`config.mk`:
```
export PLATFORM = sky130hd
export DESIGN_NAME = scod_diag
export DESIGN_NICKNAME = d
export VERILOG_FILES = /design/src/scod_pkg.sv /design/src/scod_diag.sv
export VERILOG_INCLUDE_DIRS = /design/src
export SDC_FILE = /design/constraint.sdc
export NUM_CORES = 2
export LEC_CHECK = 0
export ABC_AREA = 1
export BUFFER_PORTS_ARGS = -buffer_cell sky130_fd_sc_hd__buf_2
export CAP_MARGIN = 40
export CORE_MARGIN = 10
export CORE_UTILIZATION = 45
export CTS_CLUSTER_SIZE = 28
export DETAILED_ROUTE_END_ITERATION = 8
export GPL_TIMING_DRIVEN = 0
export MAX_ROUTING_LAYER = met4
export PLACE_DENSITY = 0.65
export SYNTH_ARGS = -nofsm -noshare
export SYNTH_HDL_FRONTEND = slang
export SYNTH_SLANG_ARGS = --single-unit
```
`constraint.sdc`:
```
create_clock -name clk -period 20.7 [get_ports clk]
set_input_delay 2.07 -clock clk [delete_from_list [all_inputs] [get_ports clk]]
set_output_delay 2.07 -clock clk [all_outputs]
set_load 0.005 [all_outputs]
```
`src/scod_map.svh`:
```
/*
 * Register offsets, field positions, reset values and timing counts
 * of the stack and cell open-wire diagnostic block.
 * Assumes a 25 MHz system clock and byte addresses on an 8-bit bus.
 */
`ifndef SCOD_MAP_SVH
`define SCOD_MAP_SVH

// register byte addresses
`define SCOD_A_CTRL 8'h00
`define SCOD_A_CELL_EN 8'h04
`define SCOD_A_SUM_OV_TH 8'h08
`define SCOD_A_SUM_UV_TH 8'h0c
`define SCOD_A_OPEN_TH 8'h10
`define SCOD_A_HUGE_TH 8'h14
`define SCOD_A_MISM_LIM 8'h18
`define SCOD_A_STK_FLAGS 8'h1c
`define SCOD_A_OPEN_FLAGS 8'h20
`define SCOD_A_STK_MASK 8'h24
`define SCOD_A_OPEN_MASK 8'h28
`define SCOD_A_SUM 8'h2c

// control fields
`define SCOD_CTRL_XCHK 0
`define SCOD_CTRL_SWAP 1

// stack flag positions
`define SCOD_F_SUM_OV 0
`define SCOD_F_SUM_UV 1
`define SCOD_F_CRIT_OV 2
`define SCOD_F_CRIT_UV 3
`define SCOD_F_WRN_OV 4
`define SCOD_F_WRN_UV 5

// reset values
`define SCOD_RST_CTRL 2'h0
`define SCOD_RST_CELL_EN 14'h3fff
`define SCOD_RST_SUM_OV_TH 20'hfffff
`define SCOD_RST_SUM_UV_TH 20'h00000
`define SCOD_RST_OPEN_TH 16'h0100
`define SCOD_RST_HUGE_TH 16'h0800
`define SCOD_RST_MISM_LIM 16'h0040

// fixed critical thresholds on the supply conversion result
`define SCOD_CRIT_OV_TH 16'hf000
`define SCOD_CRIT_UV_TH 16'h1000

// supply filter time, rounded up to whole clock cycles
`define SCOD_CLK_MHZ 25
`define SCOD_FILT_NS 100000
`define SCOD_FILT_CYC ((`SCOD_FILT_NS * `SCOD_CLK_MHZ + 999) / 1000)

`endif

```
`src/scod_pkg.sv`:
```
/*
 * Types shared by the stack and cell open-wire diagnostic block.
 * Assumes nothing beyond a SystemVerilog compiler.
 */
package scod_pkg;
    typedef logic [19:0] scod_sum_t;
    typedef logic [15:0] scod_res_t;
    typedef enum logic [1:0] {
        SCOD_TS_IDLE = 2'b01,
        SCOD_TS_RUN = 2'b10
    } scod_tstep_t;
endpackage : scod_pkg

```
`src/scod_diag.sv`:
```
/*
 * Stack over/under-voltage and cell open-wire fault logic.
 * Assumes the conversion routine runs on clk and gives one-cycle step
 * strobes with results valid beside them; comparator inputs are async.
 */
// The register offsets and the address-and-strobe port are this design's own decisions.
`timescale 1ns/1ps
`include "scod_map.svh"

module scod_diag
    import scod_pkg::*;
#(
    parameter int NC = 14,
    parameter int FILT_CYC = `SCOD_FILT_CYC
) (
    input wire logic clk,
    input wire logic nrst,
    input wire logic [7:0] reg_addr,
    input wire logic [31:0] reg_wdata,
    input wire logic reg_wr,
    input wire logic reg_rd,
    output logic [31:0] reg_rdata,
    input wire logic cell_step_done,
    input wire logic [NC*16-1:0] cell_res,
    input wire logic supply_step_done,
    input wire logic [15:0] supply_res,
    input wire logic term_step_start,
    input wire logic term_step_done,
    input wire logic [NC*16-1:0] term_drop,
    input wire logic [NC*8-1:0] pair_odd_res_lo,
    input wire logic [NC*8-1:0] pair_even_res_lo,
    input wire logic c0_open_cmp,
    input wire logic warn_ov_cmp,
    input wire logic warn_uv_cmp,
    output logic fault_line,
    output logic cfg_override,
    output logic balance_stop_all,
    output logic [NC-1:0] cell_pulldown_en,
    output logic c0_pullup_en,
    output logic adc_pair_swap,
    output logic irq
);
    // cells come in odd/even pairs sharing two ADCs
    localparam int NP = NC / 2;
    // counter just wide enough for the filter count
    localparam int FW = $clog2(FILT_CYC + 1);

    logic [1:0] rst_sync_r;
    logic rst_n;
    logic [1:0] ctrl_r;
    logic [NC-1:0] cell_en_r;
    scod_sum_t sum_ov_th_r;
    scod_sum_t sum_uv_th_r;
    scod_res_t open_th_r;
    scod_res_t huge_th_r;
    scod_res_t mism_lim_r;
    scod_sum_t sum_r;
    scod_sum_t sum_nxt;
    logic [5:0] stk_flags_r;
    logic [5:0] stk_nxt;
    logic [5:0] stk_set;
    logic [5:0] stk_mask_r;
    logic [NC:0] open_flags_r;
    logic [NC:0] open_nxt;
    logic [NC:0] open_set;
    logic [NC:0] open_mask_r;
    logic [2:0] cmp_meta_r;
    logic [2:0] cmp_sync_r;
    logic [FW-1:0] wcnt_r [2];
    scod_tstep_t ts_r;
    logic mode_r;
    logic term_hit;
    logic rd_stk;
    logic rd_open;

    // reset released through two flops, asserted at once
    always_ff @(posedge clk or negedge nrst) begin
        if (!nrst) begin
            rst_sync_r <= 2'h0;
        end else begin
            rst_sync_r <= {rst_sync_r[0], 1'b1};
        end
    end
    assign rst_n = rst_sync_r[1];

    // pins from the analog side: {c0, uv, ov}; meta stage read only here
    always_ff @(posedge clk or negedge rst_n) begin
        if (!rst_n) begin
            cmp_meta_r <= 3'h0;
            cmp_sync_r <= 3'h0;
        end else begin
            cmp_meta_r <= {c0_open_cmp, warn_uv_cmp, warn_ov_cmp};
            cmp_sync_r <= cmp_meta_r;
        end
    end

    // software writes; writes to the flag registers are dropped since
    // only hardware sets them and only a read clears them
    always_ff @(posedge clk or negedge rst_n) begin
        if (!rst_n) begin
            ctrl_r <= `SCOD_RST_CTRL;
            cell_en_r <= NC'(`SCOD_RST_CELL_EN);
            sum_ov_th_r <= `SCOD_RST_SUM_OV_TH;
            sum_uv_th_r <= `SCOD_RST_SUM_UV_TH;
            open_th_r <= `SCOD_RST_OPEN_TH;
            huge_th_r <= `SCOD_RST_HUGE_TH;
            mism_lim_r <= `SCOD_RST_MISM_LIM;
            stk_mask_r <= 6'h00;
            open_mask_r <= '0;
        end else if (reg_wr) begin
            case (reg_addr)
                `SCOD_A_CTRL: ctrl_r <= reg_wdata[1:0];
                `SCOD_A_CELL_EN: cell_en_r <= reg_wdata[NC-1:0];
                `SCOD_A_SUM_OV_TH: sum_ov_th_r <= reg_wdata[19:0];
                `SCOD_A_SUM_UV_TH: sum_uv_th_r <= reg_wdata[19:0];
                `SCOD_A_OPEN_TH: open_th_r <= reg_wdata[15:0];
                `SCOD_A_HUGE_TH: huge_th_r <= reg_wdata[15:0];
                `SCOD_A_MISM_LIM: mism_lim_r <= reg_wdata[15:0];
                `SCOD_A_STK_MASK: stk_mask_r <= reg_wdata[5:0];
                `SCOD_A_OPEN_MASK: open_mask_r <= reg_wdata[NC:0];
                default: ;
            endcase
        end
    end

    // swap goes straight to the input mux; off after reset
    assign adc_pair_swap = ctrl_r[`SCOD_CTRL_SWAP];

    // stack sum; 14 x 16-bit results cannot overflow 20 bits
    always_comb begin
        sum_nxt = '0;
        for (int i = 0; i < NC; i++) begin
            sum_nxt = sum_nxt + scod_sum_t'(cell_res[i*16 +: 16]);
        end
    end

    // last stack sum kept for software
    always_ff @(posedge clk or negedge rst_n) begin
        if (!rst_n) begin
            sum_r <= '0;
        end else if (cell_step_done) begin
            sum_r <= sum_nxt;
        end
    end

    // warning comparator persistence counters, cleared on any drop
    always_ff @(posedge clk or negedge rst_n) begin
        if (!rst_n) begin
            wcnt_r[0] <= '0;
            wcnt_r[1] <= '0;
        end else begin
            for (int k = 0; k < 2; k++) begin
                if (!cmp_sync_r[k]) begin
                    wcnt_r[k] <= '0;
                end else if (wcnt_r[k] != FW'(FILT_CYC)) begin
                    wcnt_r[k] <= wcnt_r[k] + FW'(1);
                end
            end
        end
    end

    // terminal step sequencing; mode frozen at step start
    always_ff @(posedge clk or negedge rst_n) begin
        if (!rst_n) begin
            ts_r <= SCOD_TS_IDLE;
            mode_r <= 1'b0;
        end else begin
            unique case (ts_r)
                SCOD_TS_IDLE: begin
                    if (term_step_start) begin
                        ts_r <= SCOD_TS_RUN;
                        mode_r <= ctrl_r[`SCOD_CTRL_XCHK];
                    end
                end
                SCOD_TS_RUN: begin
                    if (term_step_done) begin
                        ts_r <= SCOD_TS_IDLE;
                    end
                end
                // a corrupted one-hot code falls back to idle
                default: begin
                    ts_r <= SCOD_TS_IDLE;
                end
            endcase
        end
    end
    assign term_hit = (ts_r == SCOD_TS_RUN) && term_step_done;

    // diagnostic currents: cell pull-downs and the c0 pull-up, never in cross-check mode
    always_ff @(posedge clk or negedge rst_n) begin
        if (!rst_n) begin
            cell_pulldown_en <= '0;
            c0_pullup_en <= 1'b0;
        end else if (ts_r == SCOD_TS_IDLE && term_step_start &&
                     !ctrl_r[`SCOD_CTRL_XCHK]) begin
            cell_pulldown_en <= cell_en_r;
            c0_pullup_en <= cell_en_r[0];
        end else if (term_hit) begin
            cell_pulldown_en <= '0;
            c0_pullup_en <= 1'b0;
        end
    end

    // stack events from the three mechanisms the warning bits
    // re-set every cycle the condition holds, so a read cannot lose it
    always_comb begin
        stk_set = 6'h00;
        stk_set[`SCOD_F_SUM_OV] = cell_step_done && sum_nxt > sum_ov_th_r;
        stk_set[`SCOD_F_SUM_UV] = cell_step_done && sum_nxt < sum_uv_th_r;
        stk_set[`SCOD_F_CRIT_OV] = supply_step_done &&
            supply_res > `SCOD_CRIT_OV_TH;
        stk_set[`SCOD_F_CRIT_UV] = supply_step_done &&
            supply_res < `SCOD_CRIT_UV_TH;
        stk_set[`SCOD_F_WRN_OV] = wcnt_r[0] == FW'(FILT_CYC);
        stk_set[`SCOD_F_WRN_UV] = wcnt_r[1] == FW'(FILT_CYC);
    end

    // open-wire events; bit 0 is the bottom pin, bit i+1 is cell i+1
    always_comb begin
        open_set = '0;
        if (term_hit && !mode_r) begin
            open_set[0] = cmp_sync_r[2] && cell_en_r[0];
            for (int i = 0; i < NC; i++) begin
                if (cell_en_r[i] && term_drop[i*16 +: 16] > open_th_r) begin
                    open_set[i+1] = 1'b1;
                end
            end
            // even cell with a badly degraded filter also hits the lower
            // odd one; odd indices only, so i-1 never leaves the vector
            for (int i = 1; i < NC; i += 2) begin
                if (cell_en_r[i] && cell_en_r[i-1] &&
                    term_drop[i*16 +: 16] > huge_th_r) begin
                    open_set[i] = 1'b1;
                end
            end
        end else if (term_hit) begin
            for (int p = 0; p < NP; p++) begin
                if (pair_diff(pair_odd_res_lo[p*16 +: 16],
                              pair_even_res_lo[p*16 +: 16]) > mism_lim_r) begin
                    open_set[2*p+1] = cell_en_r[2*p];
                    open_set[2*p+2] = cell_en_r[2*p+1];
                end
            end
        end
    end

    // absolute difference of two results; the larger is always taken
    // first, so neither order can wrap
    function automatic scod_res_t pair_diff(scod_res_t a, scod_res_t b);
        pair_diff = (a > b) ? a - b : b - a;
    endfunction : pair_diff

    // read-clear of flags; a set in the same cycle wins
    // so an event never slips between read and clear
    assign rd_stk = reg_rd && reg_addr == `SCOD_A_STK_FLAGS;
    assign rd_open = reg_rd && reg_addr == `SCOD_A_OPEN_FLAGS;
    assign stk_nxt = (rd_stk ? 6'h00 : stk_flags_r) | stk_set;
    assign open_nxt = (rd_open ? '0 : open_flags_r) | open_set;

    always_ff @(posedge clk or negedge rst_n) begin
        if (!rst_n) begin
            stk_flags_r <= 6'h00;
            open_flags_r <= '0;
        end else begin
            stk_flags_r <= stk_nxt;
            open_flags_r <= open_nxt;
        end
    end

    // fault line follows every flag, masked or not
    always_ff @(posedge clk or negedge rst_n) begin
        if (!rst_n) begin
            fault_line <= 1'b0;
        end else begin
            fault_line <= |stk_nxt || |open_nxt;
        end
    end

    // irq sees only flags whose mask bit is clear; masking never hides
    // a fault from the fault line, only from the interrupt
    always_ff @(posedge clk or negedge rst_n) begin
        if (!rst_n) begin
            irq <= 1'b0;
        end else begin
            irq <= |(stk_nxt & ~stk_mask_r) || |(open_nxt & ~open_mask_r);
        end
    end

    // routine actions: warnings never touch the routine
    always_ff @(posedge clk or negedge rst_n) begin
        if (!rst_n) begin
            cfg_override <= 1'b0;
            balance_stop_all <= 1'b0;
        end else begin
            cfg_override <= |stk_set[3:0] || |open_set;
            balance_stop_all <= stk_set[`SCOD_F_SUM_UV] ||
                stk_set[`SCOD_F_CRIT_UV];
        end
    end

    // read data, valid the cycle after the strobe only
    always_ff @(posedge clk or negedge rst_n) begin
        if (!rst_n) begin
            reg_rdata <= 32'h00000000;
        end else if (!reg_rd) begin
            reg_rdata <= 32'h00000000;
        end else begin
            case (reg_addr)
                `SCOD_A_CTRL: reg_rdata <= {30'h0, ctrl_r};
                `SCOD_A_CELL_EN: reg_rdata <= 32'(cell_en_r);
                `SCOD_A_SUM_OV_TH: reg_rdata <= {12'h000, sum_ov_th_r};
                `SCOD_A_SUM_UV_TH: reg_rdata <= {12'h000, sum_uv_th_r};
                `SCOD_A_OPEN_TH: reg_rdata <= {16'h0000, open_th_r};
                `SCOD_A_HUGE_TH: reg_rdata <= {16'h0000, huge_th_r};
                `SCOD_A_MISM_LIM: reg_rdata <= {16'h0000, mism_lim_r};
                `SCOD_A_STK_FLAGS: reg_rdata <= {26'h0, stk_flags_r};
                `SCOD_A_OPEN_FLAGS: reg_rdata <= 32'(open_flags_r);
                `SCOD_A_STK_MASK: reg_rdata <= {26'h0, stk_mask_r};
                `SCOD_A_OPEN_MASK: reg_rdata <= 32'(open_mask_r);
                `SCOD_A_SUM: reg_rdata <= {12'h000, sum_r};
                default: reg_rdata <= 32'h00000000;
            endcase
        end
    end
endmodule : scod_diag

```
==> summary.txt <==
Drt
  • Wire per inst: 19.9 um
  • Total number of vias: around 40000
  • WL met2: between 70000 and 80000 um
  • DRC Markers: 0
  • Final wirelength: 152000 um
  • Vias per inst: approximately 5.3
  • Met3 wire len: approximately 11000 um
  • WL met1: 61800 um
  • First-pass detailed-route iteration total: 6
  • DRT iter0 DRCs: 3055
  • Top layer in use: met4
  • ANT nets after route: 0

Setup path
  • Crit Path Max Fanout: 6
  • Worst setup EP type: register
  • CP startpoint: cell_res[3]
  • Kind of critical path: in -> reg
  • Data arrival, critical path: slightly above 9 ns
  • Worst r2r src: open_th_r[13]
  • CP required: 21.08 ns
  • CP Launch Type: primary input
  • Max stage delay cell, worst path: fa_1
  • Crit path top cell by count: inv_1
  • Largest stage delay, worst path: between 0.5 and 0.6 ns

Synth
  • Post-Syn Area: 39500 um^2
  • Asr flop ratio synth: between 90% and 100%
  • Post-synthesis register bit count: around 240
  • YS warnings: 0
  • Post-synth EDFFs: 0
  • Yosys cell types: 57
  • Dominant synthesized flop cell: dfrtp_1
  • Avg Synthesized Cell Area: approximately 7 um^2
  • Synth top area cells: ha_1 23%, dfrtp_1 13%, nand2_1 12%
  • Share of the synthesized area in the top cell type: about a quarter
  • Mapped Cells: approximately 5600
  • Synth area leader: ha_1
  • Sequential share of the synthesized area: between 10% and 20%

Die
  • Starting Density: 45.4%
  • Die span in y: 316 um
  • Core area: approximately 87000 um^2
  • Num ports: 791
  • Core Rows: ~110
  • Chip Width: 316 um
  • Die area: around 100000 um^2

GRT
  • Largest net degree at the start of global routing: 65
  • Number of global-route vias before repair: slightly below 40000
  • Antenna violations before repair: 38
  • Global Route Usage Sum: 29.9%
  • Global-route wire length before repair: around 230000 um
  • Total congestion overflow: 0

Layout
  • FILL cells: about 9000
  • Area Growth Syn to Fin: 17.1%
  • NumNets Final: a little over 8000
  • Share of layout cells above drive strength 1: 15.5%

CTS
  • Post-cts sizing count: 0
  • Clock-pin slew on the worst setup and hold paths: 0.06 ns
  • Hold Buf Count CTS: 0
  • Clk sinks: 239
  • Root buf cell: clkbuf_16
  • Clk Latency, worst-skew pair: about 0.55 ns
  • Longest Clk Path Bufs: 3
  • CTS tree: built
  • Postcts setup bufs: 0
  • Total CTS buffers: 28
  • H-tree levels: 1

Timing
  • Final worst path period share: ~43%
  • Least-Margin Pin Slew: ~0.95 ns
  • Pins over their slew limit: 0
  • Setup violators final: 0
  • Final setup margin: ~12 ns
  • Setup Skew: around 0.013 ns
  • Fmax: between 100 and 150 MHz
  • Setup TNS Final: 0 ns
  • Final min period: slightly below 9 ns
  • Final Hold Vio Count: 0
  • Relative slew slack: a little over a third
  • RSZ-0062 raised after global routing: false

Place
  • Gpl congestion: 0.999
  • IO Port Bufs: ~760
  • DP Wirelength: roughly 130000 um
  • Place WS: 11.39 ns

Run status
  • Outcome: completed

Power and ir drop
  • Leakage: roughly 0.025 uW
  • Maximum VDD drop: 0.000461 V
  • Power per standard cell area: ~160 nW/um^2

Min path
  • HP Start: rst_sync_r[0]
  • Hold Path Class: reg -> reg

Flow run
  • Max Cap Viol: 0
where the power goes:
| part | switching (uW) | internal [uW] | total, uW |
|---|---|---|---|
| registers | 30.6 | 540 | 571 |
| clock network | 202 | 310 | 512 |
| logic | 4030 | 2410 | 6430 |
logic make-up after synthesis:
| group | Yosys count | synth area share, % |
|---|---|---|
| adders and majority gates | 940 | 33.6 |
| AOI/OAI and AO/OA | 1103 | 15.5 |
| DFF | 239 | 15.2 |
| other | 2 | 0.0190 |
| buffers and inverters | 1195 | 11.9 |
| and+or+nand+nor | 1965 | 20.4 |
| xor gates and xnor gates | 153 | 3.39 |
cells in the mapped netlist (13+ instances only):
cell	n
dfrtp_1	201
o22ai_1	30
buf_2	20
o21ai_1	57
dfstp_2	38
a31oi_1	20
ha_1	739
a21o_1	27
clkbuf_1	33
o21ai_0	368
a21oi_1	469
nand4_1	51
nand2_2	13
o21bai_1	17
nor4_1	16
nand2_1	1278
fa_1	201
xor2_1	114
nor2_1	331
buf_4	20
nand3_1	190
o21a_1	24
o2111ai_1	16
nor3_1	50
a221oi_1	33
inv_1	1091
xnor2_1	39
path summary, 6_finish.rpt:
check,cells after the start,endpoint,slack [ns]
min,0,rst_sync_r[1],0.35
max,32,cfg_override,11.79
min in group asynchronous,0,sum_uv_th_r[12],0.43
max in group asynchronous,1,rst_sync_r[1],19.30
max reg2reg,13,irq,17.15
min reg2reg,0,rst_sync_r[1],0.35
area by class of cell:
cell class	instances	area (um^2)	area share, %
antenna	38	95.1	0.205
buffer	86	512	1.11
clock buffer	46	870	1.88
clock inverter	6	83.8	0.181
inverter	1109	4170	9.02
multi-input combinational	4174	28900	62.4
sequential	239	6030	13.0
tap	1155	1450	3.12
timing repair buffer	783	4210	9.09
registers in the layout, indices dropped and copies added (netlist names), 16 cells and up:
signal,flops
sum_r,20
wcnt_r,24
sum_uv_th_r,20
huge_th_r,16
sum_ov_th_r,20
open_th_r,16
mism_lim_r,16
reg_rdata,20
metrics by stage:
stage | utilization [%] | cells | cell area (um^2) | hold WS [ns] | total power (uW)
6_report | 53.2 | 7636 | 46300 | 0.348 | 7520
3_3_place_gp | 51.5 | 7527 | 44800 | 0.334 | 6720
2_1_floorplan | - | 5608 | 39600 | 0.331 | 5140
5_1_grt | 53.2 | 7626 | 46300 | 0.355 | 8480
3_5_place_dp | 52.0 | 7546 | 45200 | 0.336 | 6900
4_1_cts | 53.1 | 7598 | 46200 | 0.349 | 7450
cells in the final DEF (no fill, tap or decap), drive strengths merged, types with 38 or more instances in the layout:
cell	synthesis	final
nand2	1296	1296
inv	1105	1106
buf	51	834
ha	739	739
a21oi	476	476
o21ai	431	431
nor2	343	343
fa	201	201
dfrtp	201	201
nand3	197	197
xor2	114	114
clkbuf	35	81
nor3	56	56
nand4	51	51
xnor2	39	39
diode	0	38
dfstp	38	38
critical path: cells and delay by family:
| family | cells | cell delay, ns |
|---|---|---|
| simple gates | 10 | 1.50 |
| fa+ha+maj | 8 | 3.79 |
| compound gates | 5 | 0.96 |
| xor+xnor | 1 | 0.35 |
| buf+inv | 8 | 0.58 |
metal layers:
| layer | global-route usage [%] | vias up |
|---|---|---|
| met3 | 4.09 | 276 |
| li1 | - | 19767 |
| met1 | 36.0 | 18666 |
| met2 | 50.7 | 1461 |
| met5 | - | - |
| met4 | 10.6 | 0 |
(Power assumes the default switching activity.)
